`config.mk`:
```
export PLATFORM = sky130hd
export DESIGN_NAME = wwd_watchdog
export DESIGN_NICKNAME = d
export VERILOG_FILES = /design/src/wwd_pkg.sv /design/src/wwd_divider.sv /design/src/wwd_watchdog.sv
export SDC_FILE = /design/constraint.sdc
export NUM_CORES = 1
export LEC_CHECK = 0
export ABC_AREA = 1
export ABC_CLOCK_PERIOD_IN_PS = 6780
export BUFFER_PORTS_ARGS = -buffer_cell sky130_fd_sc_hd__buf_2
export CAP_MARGIN = 10
export CORE_MARGIN = 5
export CORE_UTILIZATION = 55
export DETAILED_ROUTE_END_ITERATION = 8
export PLACE_DENSITY_LB_ADDON = 0.2
export SYNTH_ARGS = -nofsm -noshare
export SYNTH_HDL_FRONTEND = slang
export SYNTH_SLANG_ARGS = --single-unit
```
`constraint.sdc`:
```
create_clock -name ref_clk -period 6.78 [get_ports ref_clk]
set_input_delay 1.017 -clock ref_clk [delete_from_list [all_inputs] [get_ports ref_clk]]
set_output_delay 1.017 -clock ref_clk [all_outputs]
set_load 0.02 [all_outputs]
```
`src/wwd_pkg.sv`:
```
// Package: register map, field layout and carrier types of the watchdog
package wwd_pkg;

   // Register byte offsets
   localparam logic [7:0] WWD_CFG_OFS = 8'h00;
   localparam logic [7:0] WWD_RC_OFS = 8'h04;

   // Configuration word fields
   localparam int WWD_PS_LSB = 0;
   localparam int WWD_PS_W = 4;
   localparam int WWD_PRESC_BIT = 4;
   localparam int WWD_MODE_LSB = 5;
   localparam int WWD_WIN_OFF_BIT = 7;
   localparam int WWD_CSEL_LSB = 8;
   localparam int WWD_CFG_W = 10;
   localparam logic [15:0] WWD_CFG_RESET = 16'h00ff;

   // Reset control fields
   localparam int WWD_RC_IDLE_BIT = 2;
   localparam int WWD_RC_SLEEP_BIT = 3;
   localparam int WWD_RC_FLAG_BIT = 4;
   localparam int WWD_RC_SWEN_BIT = 5;

   // Divider figures
   localparam int WWD_PRESC_SHORT = 32;
   localparam int WWD_PRESC_LONG = 128;
   localparam int WWD_CNT_W = 22;

   // Enable mode codes
   localparam logic [1:0] WWD_MODE_OFF = 2'h0;
   localparam logic [1:0] WWD_MODE_ACTIVE = 2'h1;
   localparam logic [1:0] WWD_MODE_SOFT = 2'h2;
   localparam logic [1:0] WWD_MODE_ON = 2'h3;

   // Clock source codes
   localparam logic [1:0] WWD_SRC_RC = 2'h0;
   localparam logic [1:0] WWD_SRC_SEC = 2'h1;
   localparam logic [1:0] WWD_SRC_SYST = 2'h2;

   typedef enum logic [2:0] {
      WWD_RUN = 3'b001,
      WWD_SLEEP = 3'b010,
      WWD_IDLE = 3'b100
   } wwd_pwr_e;

   // Events from the processor core
   typedef struct packed {
      logic clear_watchdog_instr;
      logic power_save_instr;
      logic power_save_idle;
      logic wake_other;
      logic clock_switch_done;
   } wwd_core_s;

   // Watchdog clock ticks
   typedef struct packed {
      logic low_power_rc_clock;
      logic secondary_oscillator;
      logic system_timer;
   } wwd_ticks_s;

endpackage

```
`src/wwd_divider.sv`:
```
// Combined prescaler and postscaler counter with window detection
`timescale 1ns/1ps
module wwd_divider
   import wwd_pkg::*;
#(
   parameter int CNT_W = WWD_CNT_W
) (
   // Clock and reset
   input wire logic ref_clk,
   input wire logic arst_n,
   // Control
   input wire logic tick,
   input wire logic clear,
   input wire logic prescale_select,
   input wire logic [WWD_PS_W-1:0] postscale_select,
   // Status
   output logic expire,
   output logic window_open,
   output logic [CNT_W-1:0] count
);

   localparam int PER_W = CNT_W + 1;

   if (CNT_W < WWD_CNT_W) begin : g_cnt_check
      $error("wwd_divider: CNT_W too small for 1:128 x 1:32768");
   end

   logic [CNT_W-1:0] count_q;
   logic [CNT_W-1:0] count_d;
   wire [PER_W-1:0] presc_w;
   wire [PER_W-1:0] period_w;
   wire [PER_W-1:0] terminal_w;
   wire [PER_W-1:0] win_start_w;
   wire [PER_W-1:0] count_ext_w;

   // Period is prescale times two to the n
   assign presc_w = prescale_select ? PER_W'(WWD_PRESC_LONG) : PER_W'(WWD_PRESC_SHORT);
   assign period_w = presc_w << postscale_select;
   assign terminal_w = period_w - PER_W'(1);
   assign win_start_w = period_w - (period_w >> 2);
   assign count_ext_w = {1'b0, count_q};
   assign expire = tick && (count_ext_w == terminal_w);
   assign window_open = count_ext_w >= win_start_w;
   assign count = count_q;

   always_comb begin
      count_d = count_q;
      if (clear) begin
         count_d = '0;
      end else if (expire) begin
         count_d = '0;
      end else if (tick) begin
         count_d = count_q + CNT_W'(1);
      end
   end

   always_ff @(posedge ref_clk or negedge arst_n) begin
      if (!arst_n) begin
         count_q <= '0;
      end else begin
         count_q <= count_d;
      end
   end

endmodule

```
`src/wwd_watchdog.sv`:
```
// Windowed watchdog timer with power-save handling and register port
`timescale 1ns/1ps
module wwd_watchdog
   import wwd_pkg::*;
#(
   parameter int CNT_W = WWD_CNT_W
) (
   // Clock and reset
   input wire logic ref_clk,
   input wire logic arst_n,
   // Register port
   input wire logic [7:0] reg_addr,
   input wire logic [15:0] reg_wdata,
   input wire logic reg_write,
   input wire logic reg_read,
   output logic [15:0] reg_rdata,
   // Core events and clock ticks
   input wwd_core_s core_evt,
   input wwd_ticks_s src_tick,
   // Clock source enables
   output logic low_power_rc_clock_enable,
   output logic secondary_oscillator_enable,
   output logic systimer_enable,
   // Core side results
   output logic watchdog_reset,
   output logic wake_core,
   output logic in_sleep,
   output logic in_idle
);

   if (CNT_W < WWD_CNT_W) begin : g_cnt_check
      $error("wwd_watchdog: CNT_W too small");
   end

   // State
   wwd_pwr_e state_q;
   wwd_pwr_e state_d;
   logic [WWD_CFG_W-1:0] cfg_q;
   logic [WWD_CFG_W-1:0] cfg_d;
   logic sw_en_q;
   logic sw_en_d;
   logic flag_q;
   logic flag_d;
   logic sleep_bit_q;
   logic sleep_bit_d;
   logic idle_bit_q;
   logic idle_bit_d;
   logic [15:0] rdata_q;
   logic wdt_reset_q;
   logic wake_q;
   logic rc_en_q;
   logic sec_en_q;
   logic syst_en_q;

   // Configuration fields
   wire [WWD_PS_W-1:0] postscale_select;
   wire prescale_select;
   wire [1:0] watchdog_enable_mode;
   wire window_disable;
   wire [1:0] clock_select;
   assign postscale_select = cfg_q[WWD_PS_LSB +: WWD_PS_W];
   assign prescale_select = cfg_q[WWD_PRESC_BIT];
   assign watchdog_enable_mode = cfg_q[WWD_MODE_LSB +: 2];
   assign window_disable = cfg_q[WWD_WIN_OFF_BIT];
   assign clock_select = cfg_q[WWD_CSEL_LSB +: 2];

   // Power state decode
   wire run_w;
   wire asleep_w;
   wire saving_w;
   assign run_w = (state_q == WWD_RUN);
   assign asleep_w = (state_q == WWD_SLEEP);
   assign saving_w = !run_w;

   // Enable decode
   wire enabled_w;
   assign enabled_w = (watchdog_enable_mode == WWD_MODE_ON) ||
                      ((watchdog_enable_mode == WWD_MODE_SOFT) && sw_en_q) ||
                      ((watchdog_enable_mode == WWD_MODE_ACTIVE) && !asleep_w);

   // Clock source selection
   wire use_rc_w;
   wire use_sec_w;
   wire use_syst_w;
   wire sel_tick_w;
   wire count_tick_w;
   assign use_rc_w = asleep_w || (clock_select == WWD_SRC_RC) ||
                     (clock_select == 2'h3);
   assign use_sec_w = !asleep_w && (clock_select == WWD_SRC_SEC);
   assign use_syst_w = !asleep_w && (clock_select == WWD_SRC_SYST);
   assign sel_tick_w = (use_rc_w && src_tick.low_power_rc_clock) ||
                       (use_sec_w && src_tick.secondary_oscillator) ||
                       (use_syst_w && src_tick.system_timer);
   assign count_tick_w = enabled_w && sel_tick_w;

   // Divider
   wire expire_w;
   wire window_open_w;
   wire [CNT_W-1:0] count_w;
   wire div_clear_w;

   wwd_divider #(
      .CNT_W(CNT_W)
   ) u_divider (
      .ref_clk(ref_clk),
      .arst_n(arst_n),
      .tick(count_tick_w),
      .clear(div_clear_w),
      .prescale_select(prescale_select),
      .postscale_select(postscale_select),
      .expire(expire_w),
      .window_open(window_open_w),
      .count(count_w)
   );

   // Event decode
   wire clr_cmd_w;
   wire early_clear_w;
   wire good_clear_w;
   wire wdt_trip_w;
   wire enter_ps_w;
   wire exit_ps_w;
   wire wake_wdt_w;
   assign clr_cmd_w = run_w && core_evt.clear_watchdog_instr && enabled_w;
   assign early_clear_w = clr_cmd_w && !window_disable && !window_open_w;
   assign good_clear_w = clr_cmd_w && (window_disable || window_open_w);
   assign wdt_trip_w = run_w && (expire_w || early_clear_w);
   assign enter_ps_w = run_w && core_evt.power_save_instr && !wdt_trip_w;
   assign wake_wdt_w = saving_w && expire_w;
   assign exit_ps_w = saving_w && (expire_w || core_evt.wake_other);
   assign div_clear_w = wdt_trip_w || good_clear_w || enter_ps_w || exit_ps_w ||
                        core_evt.clock_switch_done;

   // Register decode
   wire cfg_sel_w;
   wire rc_sel_w;
   wire rc_wr_w;
   wire [15:0] rc_view_w;
   wire [15:0] rd_mux_w;
   assign cfg_sel_w = (reg_addr == WWD_CFG_OFS);
   assign rc_sel_w = (reg_addr == WWD_RC_OFS);
   assign rc_wr_w = reg_write && rc_sel_w;
   assign rc_view_w = (16'(sw_en_q) << WWD_RC_SWEN_BIT) | (16'(flag_q) << WWD_RC_FLAG_BIT) |
                      (16'(sleep_bit_q) << WWD_RC_SLEEP_BIT) |
                      (16'(idle_bit_q) << WWD_RC_IDLE_BIT);
   assign rd_mux_w = !reg_read ? 16'h0000 :
                     cfg_sel_w ? 16'(cfg_q) :
                     rc_sel_w ? rc_view_w : 16'h0000;

   // Next state
   always_comb begin
      state_d = state_q;
      unique case (state_q)
         WWD_RUN: begin
            if (enter_ps_w) begin
               state_d = core_evt.power_save_idle ? WWD_IDLE : WWD_SLEEP;
            end
         end
         WWD_SLEEP, WWD_IDLE: begin
            if (exit_ps_w) begin
               state_d = WWD_RUN;
            end
         end
      endcase
   end

   // Register next values, hardware set or clear wins over software write
   always_comb begin
      cfg_d = cfg_q;
      if (reg_write && cfg_sel_w) begin
         cfg_d = reg_wdata[WWD_CFG_W-1:0];
      end
      sw_en_d = rc_wr_w ? reg_wdata[WWD_RC_SWEN_BIT] : sw_en_q;
      if (wdt_trip_w) begin
         sw_en_d = 1'b0;
      end
      flag_d = rc_wr_w ? reg_wdata[WWD_RC_FLAG_BIT] : flag_q;
      if (wdt_trip_w || wake_wdt_w) begin
         flag_d = 1'b1;
      end
      sleep_bit_d = rc_wr_w ? reg_wdata[WWD_RC_SLEEP_BIT] : sleep_bit_q;
      idle_bit_d = rc_wr_w ? reg_wdata[WWD_RC_IDLE_BIT] : idle_bit_q;
      if (enter_ps_w && !core_evt.power_save_idle) begin
         sleep_bit_d = 1'b1;
      end
      if (enter_ps_w && core_evt.power_save_idle) begin
         idle_bit_d = 1'b1;
      end
   end

   always_ff @(posedge ref_clk or negedge arst_n) begin
      if (!arst_n) begin
         state_q <= WWD_RUN;
         cfg_q <= WWD_CFG_RESET[WWD_CFG_W-1:0];
         sw_en_q <= 1'b0;
         flag_q <= 1'b0;
         sleep_bit_q <= 1'b0;
         idle_bit_q <= 1'b0;
      end else begin
         state_q <= state_d;
         cfg_q <= cfg_d;
         sw_en_q <= sw_en_d;
         flag_q <= flag_d;
         sleep_bit_q <= sleep_bit_d;
         idle_bit_q <= idle_bit_d;
      end
   end

   // Registered outputs
   always_ff @(posedge ref_clk or negedge arst_n) begin
      if (!arst_n) begin
         rdata_q <= 16'h0000;
         wdt_reset_q <= 1'b0;
         wake_q <= 1'b0;
         rc_en_q <= 1'b0;
         sec_en_q <= 1'b0;
         syst_en_q <= 1'b0;
      end else begin
         rdata_q <= rd_mux_w;
         wdt_reset_q <= wdt_trip_w;
         wake_q <= wake_wdt_w;
         rc_en_q <= enabled_w && use_rc_w;
         sec_en_q <= enabled_w && use_sec_w;
         syst_en_q <= enabled_w && use_syst_w;
      end
   end

   assign reg_rdata = rdata_q;
   assign watchdog_reset = wdt_reset_q;
   assign wake_core = wake_q;
   assign in_sleep = state_q[1];
   assign in_idle = state_q[2];
   assign low_power_rc_clock_enable = rc_en_q;
   assign secondary_oscillator_enable = sec_en_q;
   assign systimer_enable = syst_en_q;
endmodule

```
Word-level counts from Yosys, hierarchy flattened
Index checks and enable logic that the tools add are counted.
{ "totals": {"input_bits": 36, "output_inout_bits": 23, "register_bits": 54, "elab_cells": 108} }
{ "op_classes": {"magnitude_cmp": 1, "bitwise": 3, "shifts": 1, "n_reduce_logical": 55, "add_sub_neg": 3, "eq_ne": 13, "n_mux": 19} }
{ "op_table": {"columns": ["operator", "n"], "rows": [
  ["2-to-1 mux 22 bit", 3],
  ["logical AND 1 bit", 26],
  ["== test 22 x 23 -> 1 bit", 1],
  ["greater-or-equal comparator 22 x 23 -> 1 bit", 1],
  ["left shift 23 x 4 -> 23 bit", 1],
  ["subtractor 23 x 1 -> 23 bit, second input constant", 1],
  ["subtractor 23 x 21 -> 23 bit", 1],
  ["adder 22 x 1 -> 22 bit, second input constant", 1],
  ["2-to-1 mux 10 bit", 2],
  ["logical OR 1 bit", 14],
  ["2-to-1 mux 3 bit", 3],
  ["== test 2 bit, second input constant", 4],
  ["== test 8 x 3 -> 1 bit, second input constant", 1],
  ["zero test 8 bit", 1],
  ["2-to-1 mux 1 bit", 8],
  ["2-to-1 mux 8 bit", 1],
  ["nonzero test 2 bit", 4],
  ["zero test 1 bit", 6],
  ["2-to-1 mux 6 bit", 1],
  ["bitwise OR 6 x 3 -> 6 bit", 1],
  ["bitwise OR 6 x 4 -> 6 bit", 1],
  ["bitwise OR 6 x 5 -> 6 bit", 1],
  ["one-hot mux 3 bit (2 select lines)", 1],
  ["== test 2 x 1 -> 1 bit, second input constant", 2],
  ["9 further kinds", 9]
]} }

Longest topological paths before layout
{ "depth": {"ltp_word": 16, "depth_mapped": 34, "depth_no_buf": 32} }

Hierarchy
From an unflattened synthesis, not the netlist that was laid out.
{ "hier_totals": {"cells_unflattened": 749, "hier_area_um2": 5305.1} }
{ "modules_own_cells": {"columns": ["module", "area_each_um2", "instances", "cells_per_inst", "seq_area_each_um2"], "rows": [
  ["wwd_divider", 3857.4, 1, 578, 550.5],
  ["wwd_watchdog", 1447.6, 1, 171, 812.0]
]} }

Worst setup path after synthesis
OpenSTA, ideal clock, no wires.
{ "synth_timing": {"kind": "reg-to-reg", "start": "reg cfg_q[4]", "end": "reg u_divider.count_q[16] (netlist: u_divider.count[16])", "setup_time_ps": 69, "required_time_ps": 6711, "n_path_buf": 2, "path_slack_ps": 2589, "arrival_time_ps": 4122, "synth_period_minus_slack_ps": 4191, "stages_incl_launch_ff": 34, "cell_sequence": "dfstp_2 -> buf_4 -> nor2_2 -> nand2_1 -> nand2_4 -> nand3_4 -> inv_2 -> ha_1 -> nand2_1 -> inv_1 -> a21oi_1 -> nand2_1 -> nand2_1 -> nand2_1 -> a21oi_1 -> o21ai_0 -> a21boi_0 -> o21ai_0 -> xor2_1 -> ha_1 -> nand2_1 -> nor2_1 -> a211oi_1 -> nand2_1 -> nand2_1 -> nand2_1 -> nand3_1 -> nand2_1 -> nand2_1 -> nand3_1 -> nor2_2 -> nand3_4 -> buf_12 -> nor2_2"} }
{ "synth_between": {"elab_chain_cells": 14, "elab_cells_between_ends": 24, "classes_between": "2 x add/sub; 1 x order compare; 1 x eq/ne; 1 x shift; 3 x mux; 16 x reduce/logical"} }
{ "synth_rtl": {"columns": ["item", "line", "text"], "rows": [
  ["start, declared", "wwd_watchdog.sv:38", "logic [WWD_CFG_W-1:0] cfg_q;"],
  ["start signal, assigned", "wwd_watchdog.sv:194", "cfg_q <= WWD_CFG_RESET[WWD_CFG_W-1:0];"],
  ["start signal, assigned", "wwd_watchdog.sv:201", "cfg_q <= cfg_d;"],
  ["2-to-1 mux 8 bit *", "wwd_divider.sv:37", "assign presc_w = prescale_select ? PER_W'(WWD_PRESC_LONG) : PER_W'(WWD_PRESC_SHORT);"],
  ["left shift 23 x 4 -> 23 bit *", "wwd_divider.sv:38", "assign period_w = presc_w << postscale_select;"],
  ["subtractor 23 x 21 -> 23 bit", "wwd_divider.sv:40", "assign win_start_w = period_w - (period_w >> 2);"],
  ["greater-or-equal comparator 22 x 23 -> 1 bit", "wwd_divider.sv:43", "assign window_open = count_ext_w >= win_start_w;"],
  ["zero test 1 bit", "wwd_watchdog.sv:125", "assign early_clear_w = clr_cmd_w && !window_disable && !window_open_w;"],
  ["logical AND 1 bit", "wwd_watchdog.sv:125", null],
  ["logical OR 1 bit", "wwd_watchdog.sv:127", "assign wdt_trip_w = run_w && (expire_w || early_clear_w);"],
  ["logical AND 1 bit", "wwd_watchdog.sv:127", null],
  ["zero test 1 bit", "wwd_watchdog.sv:128", "assign enter_ps_w = run_w && core_evt.power_save_instr && !wdt_trip_w;"],
  ["logical AND 1 bit", "wwd_watchdog.sv:128", null],
  ["logical OR 1 bit (3 in a row)", "wwd_watchdog.sv:131", "assign div_clear_w = wdt_trip_w || good_clear_w || enter_ps_w || exit_ps_w ||"],
  ["nonzero test 3 bit (no line) or 2-to-1 mux 22 bit (tied branches)", null, null],
  ["end signal, assigned", "wwd_divider.sv:61", "count_q <= count_d;"],
  ["end, declared", "wwd_divider.sv:28", "logic [CNT_W-1:0] count_q;"]
]} }
Every way passes the cells marked *; elsewhere a longest branch is shown, timed or not.
A chain may end at the register's enable or synchronous reset.

Worst setup path after layout
{ "layout_timing": {"start": "reg cfg_q[3]", "end": "reg u_divider.count_q[8] (netlist: u_divider.count[8])"} }
{ "layout_between": {"elab_chain_cells": 13, "elab_cells_between_ends": 23, "classes_between": "2 x add/sub; 1 x order compare; 1 x eq/ne; 1 x shift; 2 x mux; 16 x reduce/logical"} }
{ "layout_rtl": {"columns": ["item", "line", "text"], "rows": [
  ["left shift 23 x 4 -> 23 bit *", "wwd_divider.sv:38", null],
  ["subtractor 23 x 21 -> 23 bit", "wwd_divider.sv:40", null],
  ["greater-or-equal comparator 22 x 23 -> 1 bit", "wwd_divider.sv:43", null],
  ["zero test 1 bit", "wwd_watchdog.sv:125", null],
  ["logical AND 1 bit", "wwd_watchdog.sv:125", null],
  ["logical OR 1 bit *", "wwd_watchdog.sv:127", null],
  ["logical AND 1 bit *", "wwd_watchdog.sv:127", null],
  ["via wdt_trip_w", "wwd_watchdog.sv:120", "wire wdt_trip_w;"],
  ["zero test 1 bit", "wwd_watchdog.sv:128", null],
  ["logical AND 1 bit", "wwd_watchdog.sv:128", null],
  ["logical OR 1 bit * (3 in a row)", "wwd_watchdog.sv:131", null],
  ["nonzero test 3 bit (no line) or 2-to-1 mux 22 bit (tied branches)", null, null]
]} }
The timed path passes the listed nets; every way through them passes the cells marked *.

==> metrics <==
cell area after synthesis=0.00527 mm²; largest net degree at the start of global routing=55; post-CTS setup buffers=0; post-synthesis compound-gate area fraction=0.0923; Vias=4969; Lkg Pwr=3.05 nW; syn_area_per_cell=7.02 µm²; power density over the cells=149 mW/mm²; H-tree levels=2; critical path startpoint=cfg_q[3]; R2R Path Start=cfg_q[3]; setup TNS=0 ns; hpwl dp=11000 µm; vias in the first global route=4608; final setup fails=0; Clock Latency Late Sink=0.31 ns; final hold slack=0.470 ns; share of layout cells above drive strength 1=0.173; DRT Wirelength=13500 µm; post-synthesis adder-cell area fraction=0.0902; fraction of registers with async set/reset=1.00; CP max stage delay=0.74 ns; Antenna Diode Count=0; slew margin rel.=0.275; worst r2r dst=u_divider.count[8]; # nets final=866; # rows=35; mux contribution to synthesized area=0.00593; cts hold-fix bufs=0; Worst Max-Slew Pin Slew=1.07 ns; critical path capture point=u_divider.count[8]; Starting Density=0.568; commonest non-fill, non-tap cell in the layout=nand2_1; Port-buffer cells=46; CP top delay family=simple AND/OR/NAND/NOR gates; largest family of logic cells by synthesized area=simple AND/OR/NAND/NOR gates; post_cts resized=0; cell repeated most along the worst path=nand2_1; Die X=108 µm; worst path bufs/invs=4; Max IR drop VDD=193 µV; Reg2Reg Depth=28; Max Slew Vio Count=0; global-route wire length before repair=22500 µm; # IOs=59; Routed WL per cell=14.6 µm; CTS tree=done; Remaining Overflow, GRT=0; global placement routability congestion=0.956; clock-pin slew on the worst setup and hold paths=0.11 ns; Synth Instances=751; Initial DRC Count=283; status=complete, no violations; Max Root-Sink Buffers=2; Slowest cell on crit path=dfstp_2; # Max-Cap Violations=0; CTS Buf Count=5; kind of critical path=flop to flop; worst endpoint required time=7.01 ns; fin crit share=0.844; Total GRT Usage=0.240; CP max FO=22; CTS Root Cell=clkbuf_8; Core Region=0.00928 mm²; xor/xnor share of the synthesized area=0.0648; unique cell type count in the Yosys netlist=50; Worst setup SP type=flop; mean number of vias per cell=5.39; Num Clock Sinks=54; TritonRoute pass-1 iters=5; Hold Violations, Final=0; sequential element share of the synthesized area=0.258; Setup Skew=0.0149 ns; Die Area=0.0116 mm²; Yosys reg bits=54; most frequent cells in the layout=161 x nand2_1, 100 x inv_1, 63 x nand3_1; YS warnings=0; RSZ-0062 raised after global routing=no; Die Height=108 µm; antenna-violating nets left=0; # DRC=0; Critical Path Stages=28; number of synthesized flops with an enable pin=0; worst hold-check path type=flop to flop; Synth Area in Simple Gates=0.383; fillers=923; R2R setup slack=1.06 ns; hold depth=1; fin crit period=5.72 ns; Area Overhead vs Synth=7.10%; Worst EP arrival=5.95 ns; Core Util, Final=0.608; max frequency=175 MHz; antenna violations before repair=0; CP Capture Type=flop; dominant synthesized flop cell=dfrtp_1
==> metrics by stage <==
step | power [mW] | std cells | area, µm² | worst slack [ns]
after global placement | 0.641 | 914 | 5550 | 1.27
after detailed placement | 0.648 | 914 | 5550 | 1.17
after global routing | 0.903 | 922 | 5650 | 0.624
after floorplan | 0.583 | 756 | 5290 | 2.59
after CTS | 0.844 | 922 | 5650 | 1.14
final | 0.842 | 922 | 5650 | 1.06
==> where the power goes <==
part	internal, mW	leakage [nW]	switching [mW]	total (mW)
clock network	0.0770	0.0467	0.121	0.198
registers	0.344	0.701	0.0178	0.362
logic	0.0917	2.30	0.190	0.282
total	0.513	3.05	0.329	0.842
==> cell families after synthesis <==
logic type / count (synthesis)
and+or+nand+nor: 402
buffers and inverters: 127
AOI/OAI and AO/OA: 87
DFF: 54
xor gates and xnor gates: 39
adders and majority gates: 38
muxes: 3
other: 1
==> worst min-delay path by stage <==
stage	startpoint	endpoint	slack [ns]
6_report	cfg_q[8]	systimer_enable	0.47
2_1_floorplan	cfg_q[8]	systimer_enable	0.43
4_1_cts	cfg_q[8]	systimer_enable	0.47
3_3_place_gp	cfg_q[9]	secondary_oscillator_enable	0.45
5_1_grt	cfg_q[9]	secondary_oscillator_enable	0.51
3_5_place_dp	cfg_q[8]	systimer_enable	0.45
==> worst reg2reg max path, delay by kind of cell, from the launching register on <==
kind	cells	cell delay [ns]
xor+xnor	1	0.13
compound gates	4	1.27
buf+inv	4	0.52
simple gates	17	2.33
fa+ha+maj	2	0.67
flops	1	0.74
==> synthesized netlist by cell type, types with 4 or more instances <==
library cell / instances / area share
inv_1: 100 / 0.071
ha_1: 38 / 0.090
a21oi_1: 42 / 0.040
nand2_1: 161 / 0.11
buf_4: 8 / 0.011
nand3_4: 6 / 0.020
dfstp_2: 9 / 0.045
xnor2_1: 12 / 0.020
nand2_2: 10 / 0.012
nand3_1: 63 / 0.060
nor2_2: 27 / 0.032
a21o_1: 5 / 0.0071
nor2_1: 58 / 0.041
dfrtp_1: 45 / 0.21
nor4_1: 7 / 0.0083
nand3_2: 9 / 0.017
nor3_1: 15 / 0.014
nand4_1: 28 / 0.033
inv_2: 7 / 0.0050
xor2_1: 27 / 0.045
clkbuf_1: 4 / 0.0028
nor2_4: 6 / 0.013
o21ai_0: 25 / 0.024
==> layout make-up <==
| cell class | instances | area, µm² | area share |
|---|---|---|---|
| Clock buffer | 5 | 68.8 | 0.0122 |
| Timing Repair Buffer | 47 | 238 | 0.0421 |
| Tap cell | 129 | 161 | 0.0286 |
| Multi-Input combinational cell | 575 | 3380 | 0.598 |
| Clock inverter | 3 | 27.5 | 0.00487 |
| Inverter | 109 | 409 | 0.0725 |
| Sequential cell | 54 | 1360 | 0.241 |
==> routing by layer <==
| layer | global-route usage | vias up | share of wire |
|---|---|---|---|
| li1 | - | 2540 | - |
| met1 | 0.326 | 2304 | 0.46 |
| met2 | 0.422 | 117 | 0.49 |
| met3 | 0.0228 | 8 | 0.039 |
| met4 | 0.0388 | 0 | 0.0071 |
| met5 | 0 | - | 0 |
==> flip-flops by register name, summed over array words and instances, names as in the netlist <==
register	cells
sleep_bit_q	1
wake_core	1
secondary_oscillator_enable	1
reg_rdata	10
low_power_rc_clock_enable	1
sw_en_q	1
cfg_q	10
flag_q	1
watchdog_reset	1
u_divider.count	22
idle_bit_q	1
state_q	3
systimer_enable	1
(Power assumes the default switching activity.)
